**src/pfkbi_pkg.sv**
```systemverilog
// Package for the port F keyboard interrupt block.
// Assumes a 32-bit Avalon-MM register port and an 8-pin port.
package pfkbi_pkg;

  // ****************************************
  // Register map (word byte addresses)
  // ****************************************
  localparam logic [3:0] ADDR_STATUS_CONTROL = 4'h0;
  localparam logic [3:0] ADDR_PIN_ENABLE     = 4'h4;
  localparam logic [3:0] ADDR_PULLUP_ENABLE  = 4'h8;
  localparam logic [3:0] ADDR_DIRECTION      = 4'hC;

  // ****************************************
  // Status and control fields
  // ****************************************
  localparam int BIT_SENSITIVITY = 0;
  localparam int BIT_MASK        = 1;
  localparam int BIT_ACK         = 2;
  localparam int BIT_PENDING     = 3;

  // ****************************************
  // Reset values and vector
  // ****************************************
  localparam logic [7:0]  RST_PIN_ENABLE = 8'h00;
  localparam logic [7:0]  RST_PULLUP     = 8'hFF;
  localparam logic [7:0]  RST_DIRECTION  = 8'h00;
  localparam logic [15:0] KEYPAD_VECTOR  = 16'hFFE8;
  localparam logic [31:0] READ_ZERO      = 32'h0000_0000;

  // Trigger sensitivity
  typedef enum logic {
    SENS_EDGE,
    SENS_EDGE_LEVEL
  } pfkbi_sens_e;

  // Core-side interrupt signals
  typedef struct packed {
    logic        irq;
    logic        wake;
    logic [15:0] vector;
  } pfkbi_cpu_s;

endpackage : pfkbi_pkg

```
**src/pfkbi_top.sv**
```systemverilog
// Port F keyboard interrupt controller with Avalon-MM register port.
// Assumes keypad pins are asynchronous; vector fetch and break state
// arrive on the bus clock.
//
// Function
// RULE1 - Each of eight pins has its own keyboard interrupt enable bit.
// RULE2 - Pull-ups follow only the pull-up enable bits, not the interrupt enables.
// RULE3 - Low level on an enabled pin latches a keyboard request.
// RULE4 - Request latches when enabled pins go low after all were high.
// RULE5 - Edge mode: no new request while another enabled pin is low.
// RULE6 - Edge-and-level mode: request held while any enabled pin is low.
// RULE7 - Level mode clears only after acknowledge and all pins high, any order.
// RULE8 - Vector fetch produces an acknowledge that clears the request.
// RULE9 - Writing one to the write-only acknowledge bit clears; reads zero.
// RULE10 - Falling edge after a software acknowledge latches a new request.
// RULE11 - Unmasked request gives the core the vector at FFE8/FFE9.
// RULE12 - Edge mode: acknowledge clears the request at once.
// RULE13 - Reset clears request and sensitivity bit even with a pin low.
// RULE14 - Read-only pending flag shows the request regardless of the mask.
// RULE15 - An enabled keyboard pin is forced to input over its direction bit.
// RULE16 - Software masks, sets inputs, enables, acknowledges, then unmasks.
// RULE17 - Software delays level-mode acknowledge until the pull-up charges the pin.
// RULE18 - Status and control bits 7 to 4 read as zero.
// RULE19 - Mask bit blocks the interrupt; reset clears the mask.
// RULE20 - Reset enables all eight pull-ups.
// RULE21 - Block stays active in wait and stop; unmasked request wakes core.
// RULE22 - In break with break-clear enable low, acknowledge writes are ignored.
// RULE23 - With break-clear enable high, break acknowledge clears and stays cleared.
// RULE24 - Each pin passes two flip-flops before any detection logic.
//
// The Avalon-MM slave port and the placing of the registers were chosen for this implementation.
`timescale 1ns/1ps

module pfkbi_top
  import pfkbi_pkg::*;
#(
  parameter int PINS = 8
) (
  // Clock and reset
  input  wire logic              CLK_IN,
  input  wire logic              SYS_RST_IN,
  // Avalon-MM slave
  input  wire logic [3:0]        AVS_ADDRESS_IN,
  input  wire logic              AVS_READ_IN,
  input  wire logic              AVS_WRITE_IN,
  input  wire logic [31:0]       AVS_WRITEDATA_IN,
  input  wire logic [3:0]        AVS_BYTEENABLE_IN,
  output logic      [31:0]       AVS_READDATA_OUT,
  output logic                   AVS_WAITREQUEST_OUT,
  // Core and system integration
  input  wire logic              VECTOR_FETCH_IN,
  input  wire logic              BREAK_STATE_IN,
  input  wire logic              BREAK_CLEAR_ENABLE_IN,
  output pfkbi_pkg::pfkbi_cpu_s  CPU_OUT,
  // Port pins
  input  wire logic [PINS-1:0]   PIN_IN,
  output logic      [PINS-1:0]   PIN_PULLUP_OUT,
  output logic      [PINS-1:0]   PIN_OUTPUT_ENABLE_OUT
);
  import pfkbi_pkg::*;

  // ****************************************
  // Registers
  // ****************************************
  logic [PINS-1:0] sync1_q, sync2_q;
  logic [PINS-1:0] irq_en_q, irq_en_d;
  logic [PINS-1:0] pullup_q, pullup_d;
  logic [PINS-1:0] dir_q, dir_d;
  pfkbi_sens_e     sens_q, sens_d;
  logic            mask_q, mask_d;
  logic            req_q, req_d;
  logic            any_low_q;
  logic            acked_q, acked_d;
  logic            rsp_q;
  logic [31:0]     rdata_q, rdata_d;
  pfkbi_cpu_s      cpu_q, cpu_d;

  // ****************************************
  // Bus decode
  // ****************************************
  wire       access   = (AVS_READ_IN | AVS_WRITE_IN) & ~rsp_q;
  // Write lands on the answer edge, when waitrequest is low
  wire       wr       = AVS_WRITE_IN & rsp_q & AVS_BYTEENABLE_IN[0];
  wire       sel_sc   = (AVS_ADDRESS_IN == ADDR_STATUS_CONTROL);
  wire       sel_ie   = (AVS_ADDRESS_IN == ADDR_PIN_ENABLE);
  wire       sel_pu   = (AVS_ADDRESS_IN == ADDR_PULLUP_ENABLE);
  wire       sel_dir  = (AVS_ADDRESS_IN == ADDR_DIRECTION);
  wire [7:0] wbyte    = AVS_WRITEDATA_IN[7:0];

  // Software acknowledge, gated during protected break
  wire sw_ack = wr & sel_sc & wbyte[BIT_ACK]
              & (~BREAK_STATE_IN | BREAK_CLEAR_ENABLE_IN);      // [RULE9] [RULE22] [RULE23]
  wire ack    = sw_ack | VECTOR_FETCH_IN;                       // [RULE8]

  // ****************************************
  // Keyboard detection
  // ****************************************
  wire [PINS-1:0] low_en = ~sync2_q & irq_en_q;                 // [RULE1] [RULE3]
  wire            any_low = |low_en;
  wire            fall    = any_low & ~any_low_q;               // [RULE4] [RULE5] [RULE10]
  wire            level   = (sens_q == SENS_EDGE_LEVEL);

  always_comb begin
    req_d   = req_q;
    acked_d = acked_q;
    if (fall) begin
      req_d   = 1'b1;                                           // [RULE4]
      acked_d = 1'b0;
    end else if (ack && !level) begin
      req_d = 1'b0;                                             // [RULE12]
    end else if (level) begin
      if (ack) begin
        acked_d = 1'b1;
      end
      if ((ack || acked_q) && !any_low) begin
        req_d   = 1'b0;                                         // [RULE7]
        acked_d = 1'b0;
      end else if (any_low && !(ack || acked_q)) begin
        req_d = 1'b1;                                           // [RULE6]
      end
    end
  end

  // ****************************************
  // Register writes
  // ****************************************
  assign irq_en_d = (wr && sel_ie)  ? wbyte[PINS-1:0] : irq_en_q;
  assign pullup_d = (wr && sel_pu)  ? wbyte[PINS-1:0] : pullup_q;  // [RULE2]
  assign dir_d    = (wr && sel_dir) ? wbyte[PINS-1:0] : dir_q;
  assign sens_d   = (wr && sel_sc)  ? pfkbi_sens_e'(wbyte[BIT_SENSITIVITY]) : sens_q;
  assign mask_d   = (wr && sel_sc)  ? wbyte[BIT_MASK] : mask_q;

  // ****************************************
  // Read data
  // ****************************************
  wire [7:0] sc_read = {4'h0, req_q, 1'b0, mask_q, sens_q};     // [RULE14] [RULE18]
  always_comb begin
    rdata_d = READ_ZERO;
    if (AVS_READ_IN && !rsp_q) begin
      case (1'b1)
        sel_sc:  rdata_d = {24'h00_0000, sc_read};
        sel_ie:  rdata_d = {24'h00_0000, 8'(irq_en_q)};
        sel_pu:  rdata_d = {24'h00_0000, 8'(pullup_q)};
        sel_dir: rdata_d = {24'h00_0000, 8'(dir_q)};
        default: rdata_d = READ_ZERO;
      endcase
    end
  end

  // Interrupt toward the core
  assign cpu_d = '{irq: req_q & ~mask_q,                        // [RULE19] [RULE11]
                   wake: req_q & ~mask_q,                       // [RULE21]
                   vector: KEYPAD_VECTOR};

  // ****************************************
  // Flip-flops
  // ****************************************
  always_ff @(posedge CLK_IN) begin
    sync1_q <= PIN_IN;                                          // [RULE24]
    sync2_q <= sync1_q;                                         // [RULE24]
  end

  always_ff @(posedge CLK_IN) begin
    if (SYS_RST_IN) begin
      irq_en_q  <= RST_PIN_ENABLE[PINS-1:0];
      pullup_q  <= RST_PULLUP[PINS-1:0];                        // [RULE20]
      dir_q     <= RST_DIRECTION[PINS-1:0];
      sens_q    <= SENS_EDGE;                                   // [RULE13]
      mask_q    <= 1'b0;                                        // [RULE19]
      req_q     <= 1'b0;                                        // [RULE13]
      acked_q   <= 1'b0;
      any_low_q <= 1'b1;
      rsp_q     <= 1'b0;
      rdata_q   <= READ_ZERO;
      cpu_q     <= '0;
    end else begin
      irq_en_q  <= irq_en_d;
      pullup_q  <= pullup_d;
      dir_q     <= dir_d;
      sens_q    <= sens_d;
      mask_q    <= mask_d;
      req_q     <= req_d;
      acked_q   <= acked_d;
      any_low_q <= any_low;
      rsp_q     <= access;
      rdata_q   <= rdata_d;
      cpu_q     <= cpu_d;
    end
  end

  // ****************************************
  // Outputs
  // ****************************************
  logic [PINS-1:0] oe_q;
  logic [PINS-1:0] pu_q;
  logic            wait_q;
  always_ff @(posedge CLK_IN) begin
    if (SYS_RST_IN) begin
      oe_q   <= '0;
      pu_q   <= RST_PULLUP[PINS-1:0];
      wait_q <= 1'b1;
    end else begin
      oe_q   <= dir_d & ~irq_en_d;                              // [RULE15]
      pu_q   <= pullup_d;                                       // [RULE2]
      wait_q <= ~access;
    end
  end

  assign AVS_READDATA_OUT      = rdata_q;
  assign AVS_WAITREQUEST_OUT   = wait_q;
  assign CPU_OUT               = cpu_q;
  assign PIN_PULLUP_OUT        = pu_q;
  assign PIN_OUTPUT_ENABLE_OUT = oe_q;

endmodule : pfkbi_top

```
**config.mk**
```make
export PLATFORM = sky130hd
export DESIGN_NAME = pfkbi_top
export DESIGN_NICKNAME = d
export VERILOG_FILES = /design/src/pfkbi_pkg.sv /design/src/pfkbi_top.sv
export SDC_FILE = /design/constraint.sdc
export NUM_CORES = 1
export LEC_CHECK = 0
export BUFFER_PORTS_ARGS = -buffer_cell sky130_fd_sc_hd__buf_4
export CORE_ASPECT_RATIO = 0.7
export CORE_MARGIN = 4
export CORE_UTILIZATION = 41
export DETAILED_ROUTE_END_ITERATION = 12
export MAX_ROUTING_LAYER = met4
export PLACE_DENSITY = 0.77
export SLEW_MARGIN = 5
export SYNTH_ARGS = -nofsm -noshare
export SYNTH_HDL_FRONTEND = slang
export SYNTH_SLANG_ARGS = --single-unit
```
**constraint.sdc**
```tcl
create_clock -name CLK_IN -period 1.82 [get_ports CLK_IN]
set_input_delay 0.091 -clock CLK_IN [delete_from_list [all_inputs] [get_ports CLK_IN]]
set_output_delay 0.091 -clock CLK_IN [all_outputs]
set_load 0.03 [all_outputs]
```
==> results.toml, run 1 <==
[synth]
synth.distinct_cells = 36
synth-edff-count = 0
syn-mean-instance-area_sq_um = 9.37
ys_seq_area_frac = 0.503
async_reset_ff_frac = 0
syn_inst = 276
ys_ff_latch = 65
yosysWarnings = 0
synth_area_sq_um = 2590
ys.flop_type = "dfxtp_1"

[grt]
gr-total-overflow = 0
antenna_found_initial = 0
grt_pass1_vias = 1934
met3_usage = 0.0722
grt_busiest_layer = "met2"
grt_start_max_net_pins = 26
use_met2 = 0.266
grt_use_total = 0.172
grtUsageMet1 = 0.207
grt_pass1_wl_mm = 9.51

[pwr]
switchingPower_uw = 786
total_leakage_power_uw = 0.00164
power_frac_clock = 0.407
powerDensity_nw_per_um2 = 878
irDropWorstVdd_mv = 0.634
comb_power_share = 0.110
swShare = 0.259
cell_internal_pwr_uw = 2250
seqPwrFrac = 0.483

[floorplan]
top_level_ports = 122
chipHeight_um = 74.5
coreArea_sq_um = 5930
start_util = 0.436
dieArea_sq_um = 7670
std_cell_rows = 23
dieWidth_um = 103

[clocking]
clockBufferDepth = 2
cts_tree = "built"
clk_pin_slew_worst_paths_ps = 70
root_buffer = "clkbuf_8"
h-tree-depth = 3
clk_latency_ps = 340
cts.sinks = 65
cts_buffers = 9

[setup_path]
rr_endpoint = "req_q$_SDFFE_PP0P_"
critPathMaxFanout = 4
critPathRequiredTime_ps = 2030
cp_slowest_cell = "dlygate4sd3_1"
r2r_cells = 9
path_class = "primary input to register"
rrSetupSlack_ps = 40
cp.arrival_ps = 1990
crit_family = "compound AO/OA/AOI/OAI gates"
setup.worst_path.start_class = "primary input"
slowest_delay_ps = 530
crit_chain = "dlygate4sd3_1 -> buf_4 -> o21ai_0 -> o21ai_4 -> ha_4 -> nand2b_4 -> a32o_1 -> o31ai_1 -> a21oi_1"
reg2reg_from = "irq_en_q[0]$_SDFF_PP0_"
cp_num_buf_inv = 2
critPathCaptureType = "register"

[layout]
final_area_sq_um = 3450
mostFrequentLayoutCell = "buf_4"
syn2layout_area_growth_pct = 33.5
drive_above_1_share = 0.328
final_nets = 417
final_util = 0.583
mostFrequentLayoutCells = "buf_4 (83), dfxtp_1 (61), conb_1 (28)"
n_antenna_cell = 0

[place]
place_area_sq_um = 3020
portBuffers = 66
hpwl_mm = 4.45
place_congestion = 0.845
place_ws_ps = -31.1

[sta]
fin_skew_ps = 7.37
finalCriticalPeriod_ps = 1780
slew_violations = 0
fin_ws_ps = 44.4
hold_ws_ps = 15.5
fin_crit_sh = 0.976
max-slew-margin-rel = 0.607
setup-tns-final_ps = 0
rsz0062_at_grt = "true"
worst_slew_pin_slew_ps = 583
setup_viol = 0
fmax_mhz = 563
finalHoldViolations = 0

[min_path]
min_to = "AVS_WAITREQUEST_OUT$_SDFF_PP1_"
whs_path_depth = 2
hp-start = "AVS_READ_IN"
min_path_type = "primary input to register"

[drt]
remaining_drc_errors = 0
drtIter0Drc = 115
wl_mm = 6.22
firstDrtPassIters = 4
ant_nets = 0
vias = 2075
routedWlPerCell_um = 14.1
avgViaCountPerCell = 4.71

[status]
status = "completed"

[flow_run]
cap_violations = 0
==> Yosys cell counts, types with 2 or more instances <==
cell,count,share of area
dfxtp_1,65,0.50
buf_4,41,0.12
nand2_1,24,0.035
nor2_1,21,0.030
nand3_1,15,0.029
inv_1,13,0.019
mux2i_1,11,0.043
nor3_1,11,0.021
nand2b_1,10,0.024
o22ai_1,9,0.022
o21ai_0,8,0.015
and2_1,6,0.015
a22oi_1,5,0.015
clkbuf_1,5,0.0073
a21oi_1,4,0.0077
a22o_1,3,0.010
buf_2,3,0.0058
nor3b_1,3,0.0087
and3_1,2,0.0048
==> worst reg2reg max path, stage by stage (launching register included) <==
cell and delay (ps):
dfxtp_2 330, inv_2 70, o22ai_2 80, nor4_1 260, buf_4 170, ha_4 190
nand2b_4 130, a32o_1 260, o31ai_1 60, a21oi_1 90
==> power groups by stage <==
stage | Clock (uW) | Sequential (uW) | Combinational (uW)
3_5_place_dp | 0 | 1500 | 297
3_3_place_gp | 0 | 1500 | 293
4_1_cts | 1260 | 1460 | 324
2_1_floorplan | 0 | 1510 | 240
5_1_grt | 1340 | 1470 | 357
6_report | 1230 | 1470 | 333
==> how the worst max path moves through the flow <==
stage | slack (ps) | from | cells after the start | to
floorplan | 20 | AVS_ADDRESS_IN[3] | 9 | req_q$_SDFFE_PP0P_
global placement | 20 | irq_en_q[0]$_SDFF_PP0_ | 9 | req_q$_SDFFE_PP0P_
detailed placement | -30 | irq_en_q[0]$_SDFF_PP0_ | 9 | req_q$_SDFFE_PP0P_
CTS | 8 | irq_en_q[3]$_SDFF_PP0_ | 9 | req_q$_SDFFE_PP0P_
global route | -60 | AVS_WRITEDATA_IN[2] | 9 | req_q$_SDFFE_PP0P_
finish | 40 | AVS_WRITEDATA_IN[2] | 9 | req_q$_SDFFE_PP0P_
==> flip-flops by register name, summed over array words and instances (netlist names) <==
signal	count
AVS_READDATA_OUT	8
PIN_OUTPUT_ENABLE_OUT	8
PIN_PULLUP_OUT	8
dir_q	8
irq_en_q	8
sync1_q	8
sync2_q	8
CPU_OUT	2
AVS_WAITREQUEST_OUT	1
acked_q	1
any_low_q	1
level	1
mask_q	1
req_q	1
rsp_q	1
==> cell type report <==
class                           instances  area [sq um]
Inverter                               13          48.8
Multi-Input combinational cell        174          1030
Fill cell                             501          2470
Sequential cell                        65          1310
Clock buffer                           10           138
Timing Repair Buffer                   98           773
Tap cell                               75          93.8
Clock inverter                          6          66.3
==> repair_timing <==
| action | 4_1_cts | 5_1_grt |
|---|---|---|
| setup endpoints to repair | 1 | 1 |
| hold endpoints to repair | 15 | 0 |
| gates resized for setup | 7 | 11 |
| setup buffers | 1 | 2 |
| hold buffers | 15 | 0 |
| pin swaps | 2 | 6 |
| cloned | 0 | 0 |
==> logic make-up after synthesis <==
| kind of cell | share of synthesized area |
|---|---|
| adders and majority gates | 0.00483 |
| muxes | 0.0426 |
| and+or+nand+nor | 0.206 |
| buffers and inverters | 0.161 |
| AOI/OAI and AO/OA | 0.0817 |
| other | 0.00145 |
| DFF | 0.503 |
==> through the flow <==
stage	power, uW	instances
5_1_grt	3170	441
3_5_place_dp	1790	407
3_3_place_gp	1790	407
6_report	3030	441
4_1_cts	3050	439
2_1_floorplan	1750	303
==> per-layer routing <==
| layer | part of all wire | wire [um] |
|---|---|---|
| met1 | 0.40 | 2510 |
| met2 | 0.49 | 3050 |
| met3 | 0.095 | 591 |
| met4 | 0.010 | 63 |
| met5 | 0 | 0 |
(Power assumes the default switching activity.)
==> inputs of run 2 (changes only) <==
--- a/config.mk
+++ b/config.mk
@@ -10,7 +10,6 @@
 export CORE_MARGIN = 4
 export CORE_UTILIZATION = 41
 export DETAILED_ROUTE_END_ITERATION = 12
-export MAX_ROUTING_LAYER = met4
 export PLACE_DENSITY = 0.77
 export SLEW_MARGIN = 5
 export SYNTH_ARGS = -nofsm -noshare
==> results.toml, run 2 (synthesis results as in run 1) <==
[layout]
fin_cells = 441
mostFrequentLayoutCells = "buf_4 (83), dfxtp_1 (61), conb_1 (28)"
n_antenna_cell = 0
multi_input_comb_area_sq_um = 1030
drive_above_1_share = 0.328
seq_area_sq_um = 1310
mostFrequentLayoutCell = "buf_4"
final_util = 0.583
final.fill_count = 501
final_nets = 417
syn2layout_area_growth_pct = 33.5

[min_path]
min_path_type = "primary input to register"
min_to = "PIN_PULLUP_OUT[0]$_SDFFE_PP1P_"
hp-start = "AVS_WRITEDATA_IN[0]"
whs_path_depth = 3

[floorplan]
top_level_ports = 122
dieWidth_um = 103
coreArea_sq_um = 5930
start_util = 0.436
dieArea_sq_um = 7670
chipHeight_um = 74.5
std_cell_rows = 23

[pwr]
switchingPower_uw = 791
finalPower_uw = 3040
power_frac_clock = 0.408
irDropWorstVdd_mv = 0.636
powerDensity_nw_per_um2 = 880
comb_power_share = 0.110
total_leakage_power_uw = 0.00164
seqPwrFrac = 0.482
cell_internal_pwr_uw = 2250
swShare = 0.260

[setup_path]
setup.worst_path.start_class = "register"
rr_endpoint = "req_q$_SDFFE_PP0P_"
r2r_cells = 9
critPathRequiredTime_ps = 2030
path_class = "register to register"
cp_slowest_cell = "dfxtp_1"
rrSetupSlack_ps = 40
critPathCaptureType = "register"
crit_family = "compound AO/OA/AOI/OAI gates"
critPathMaxFanout = 2
crit_chain = "inv_2 -> o22ai_2 -> nor4_1 -> buf_4 -> ha_4 -> nand2b_4 -> a32o_1 -> o31ai_1 -> a21oi_1"
reg2reg_from = "irq_en_q[2]$_SDFF_PP0_"
cp_num_buf_inv = 2
cp.arrival_ps = 1990
slowest_delay_ps = 330

[sta]
setup_viol = 0
rsz0062_at_grt = "true"
fin_crit_sh = 0.976
fin_ws_ps = 42.8
worst_slew_pin_slew_ps = 566
finalCriticalPeriod_ps = 1780
finalHoldViolations = 0
fin_skew_ps = 7.51
slew_violations = 0
max-slew-margin-rel = 0.619
setup-tns-final_ps = 0
fmax_mhz = 563

[drt]
wl_mm = 6.24
drtIter0Drc = 103
firstDrtPassIters = 4
vias = 2076
routedWlPerCell_um = 14.2
avgViaCountPerCell = 4.71
remaining_drc_errors = 0
ant_nets = 0

[grt]
grt_pass1_vias = 1933
grt_use_total = 0.166
antenna_found_initial = 0
grt_pass1_wl_mm = 9.50
gr-total-overflow = 0
grt_start_max_net_pins = 26

[status]
status = "completed"

[clocking]
h-tree-depth = 3
cts_tree = "built"
root_buffer = "clkbuf_8"
clk_pin_slew_worst_paths_ps = 70
clk_latency_ps = 340
cts_buffers = 9
clockBufferDepth = 2
cts.sinks = 65

[place]
hpwl_mm = 4.45
place_congestion = 0.832
portBuffers = 66
dpl.cell_count = 407
place_ws_ps = -31.1

[flow_run]
cap_violations = 0
==> run 2: final cells by class <==
class,instances,area share
sequential,65,0.378
multi-input combinational,174,0.297
timing repair buffer,98,0.224
clock buffer,10,0.0399
tap,75,0.0272
clock inverter,6,0.0192
inverter,13,0.0141
==> run 2: power by group through the flow <==
stage	combinational (uW)	clock, uW	sequential [uW]
5_1_grt	357	1340	1470
3_5_place_dp	297	0	1500
2_1_floorplan	240	0	1510
6_report	334	1240	1470
3_3_place_gp	293	0	1500
4_1_cts	324	1260	1460
==> run 2: worst min-delay path, stage by stage <==
cell	delay, ps
buf_4	110
nand2_1	50
nand3_1	70
==> run 2: what timing repair did <==
| action | in CTS | in global routing |
|---|---|---|
| hold buffers | 15 | 0 |
| endpoints found under the setup margin | 1 | 1 |
| buffers inserted | 1 | 2 |
| resized for setup | 7 | 11 |
| pin swaps | 2 | 6 |
| endpoints found under the hold margin | 15 | 0 |
==> run 2: metrics by stage <==
stage,hold WS (ps),instance area (sq um)
after floorplan,119,2690
after global placement,196,3020
after detailed placement,197,3020
after CTS,2.33,3390
after global routing,10.8,3450
final,10.4,3450
==> run 2: how the worst max path moves through the flow <==
stage | from | endpoint | slack [ps] | cells past startpoint
2_1_floorplan | AVS_ADDRESS_IN[3] | req_q$_SDFFE_PP0P_ | 20 | 9
3_3_place_gp | irq_en_q[0]$_SDFF_PP0_ | req_q$_SDFFE_PP0P_ | 20 | 9
3_5_place_dp | irq_en_q[0]$_SDFF_PP0_ | req_q$_SDFFE_PP0P_ | -30 | 9
4_1_cts | irq_en_q[3]$_SDFF_PP0_ | req_q$_SDFFE_PP0P_ | 8 | 9
5_1_grt | AVS_WRITEDATA_IN[2] | req_q$_SDFFE_PP0P_ | -60 | 9
6_report | irq_en_q[2]$_SDFF_PP0_ | req_q$_SDFFE_PP0P_ | 40 | 9
==> run 2: per-layer routing <==
metal | part of all wire | global-route usage
met5 | 0 | 0
met4 | 0.0088 | 0.0589
met3 | 0.094 | 0.0675
met2 | 0.49 | 0.267
met1 | 0.41 | 0.204
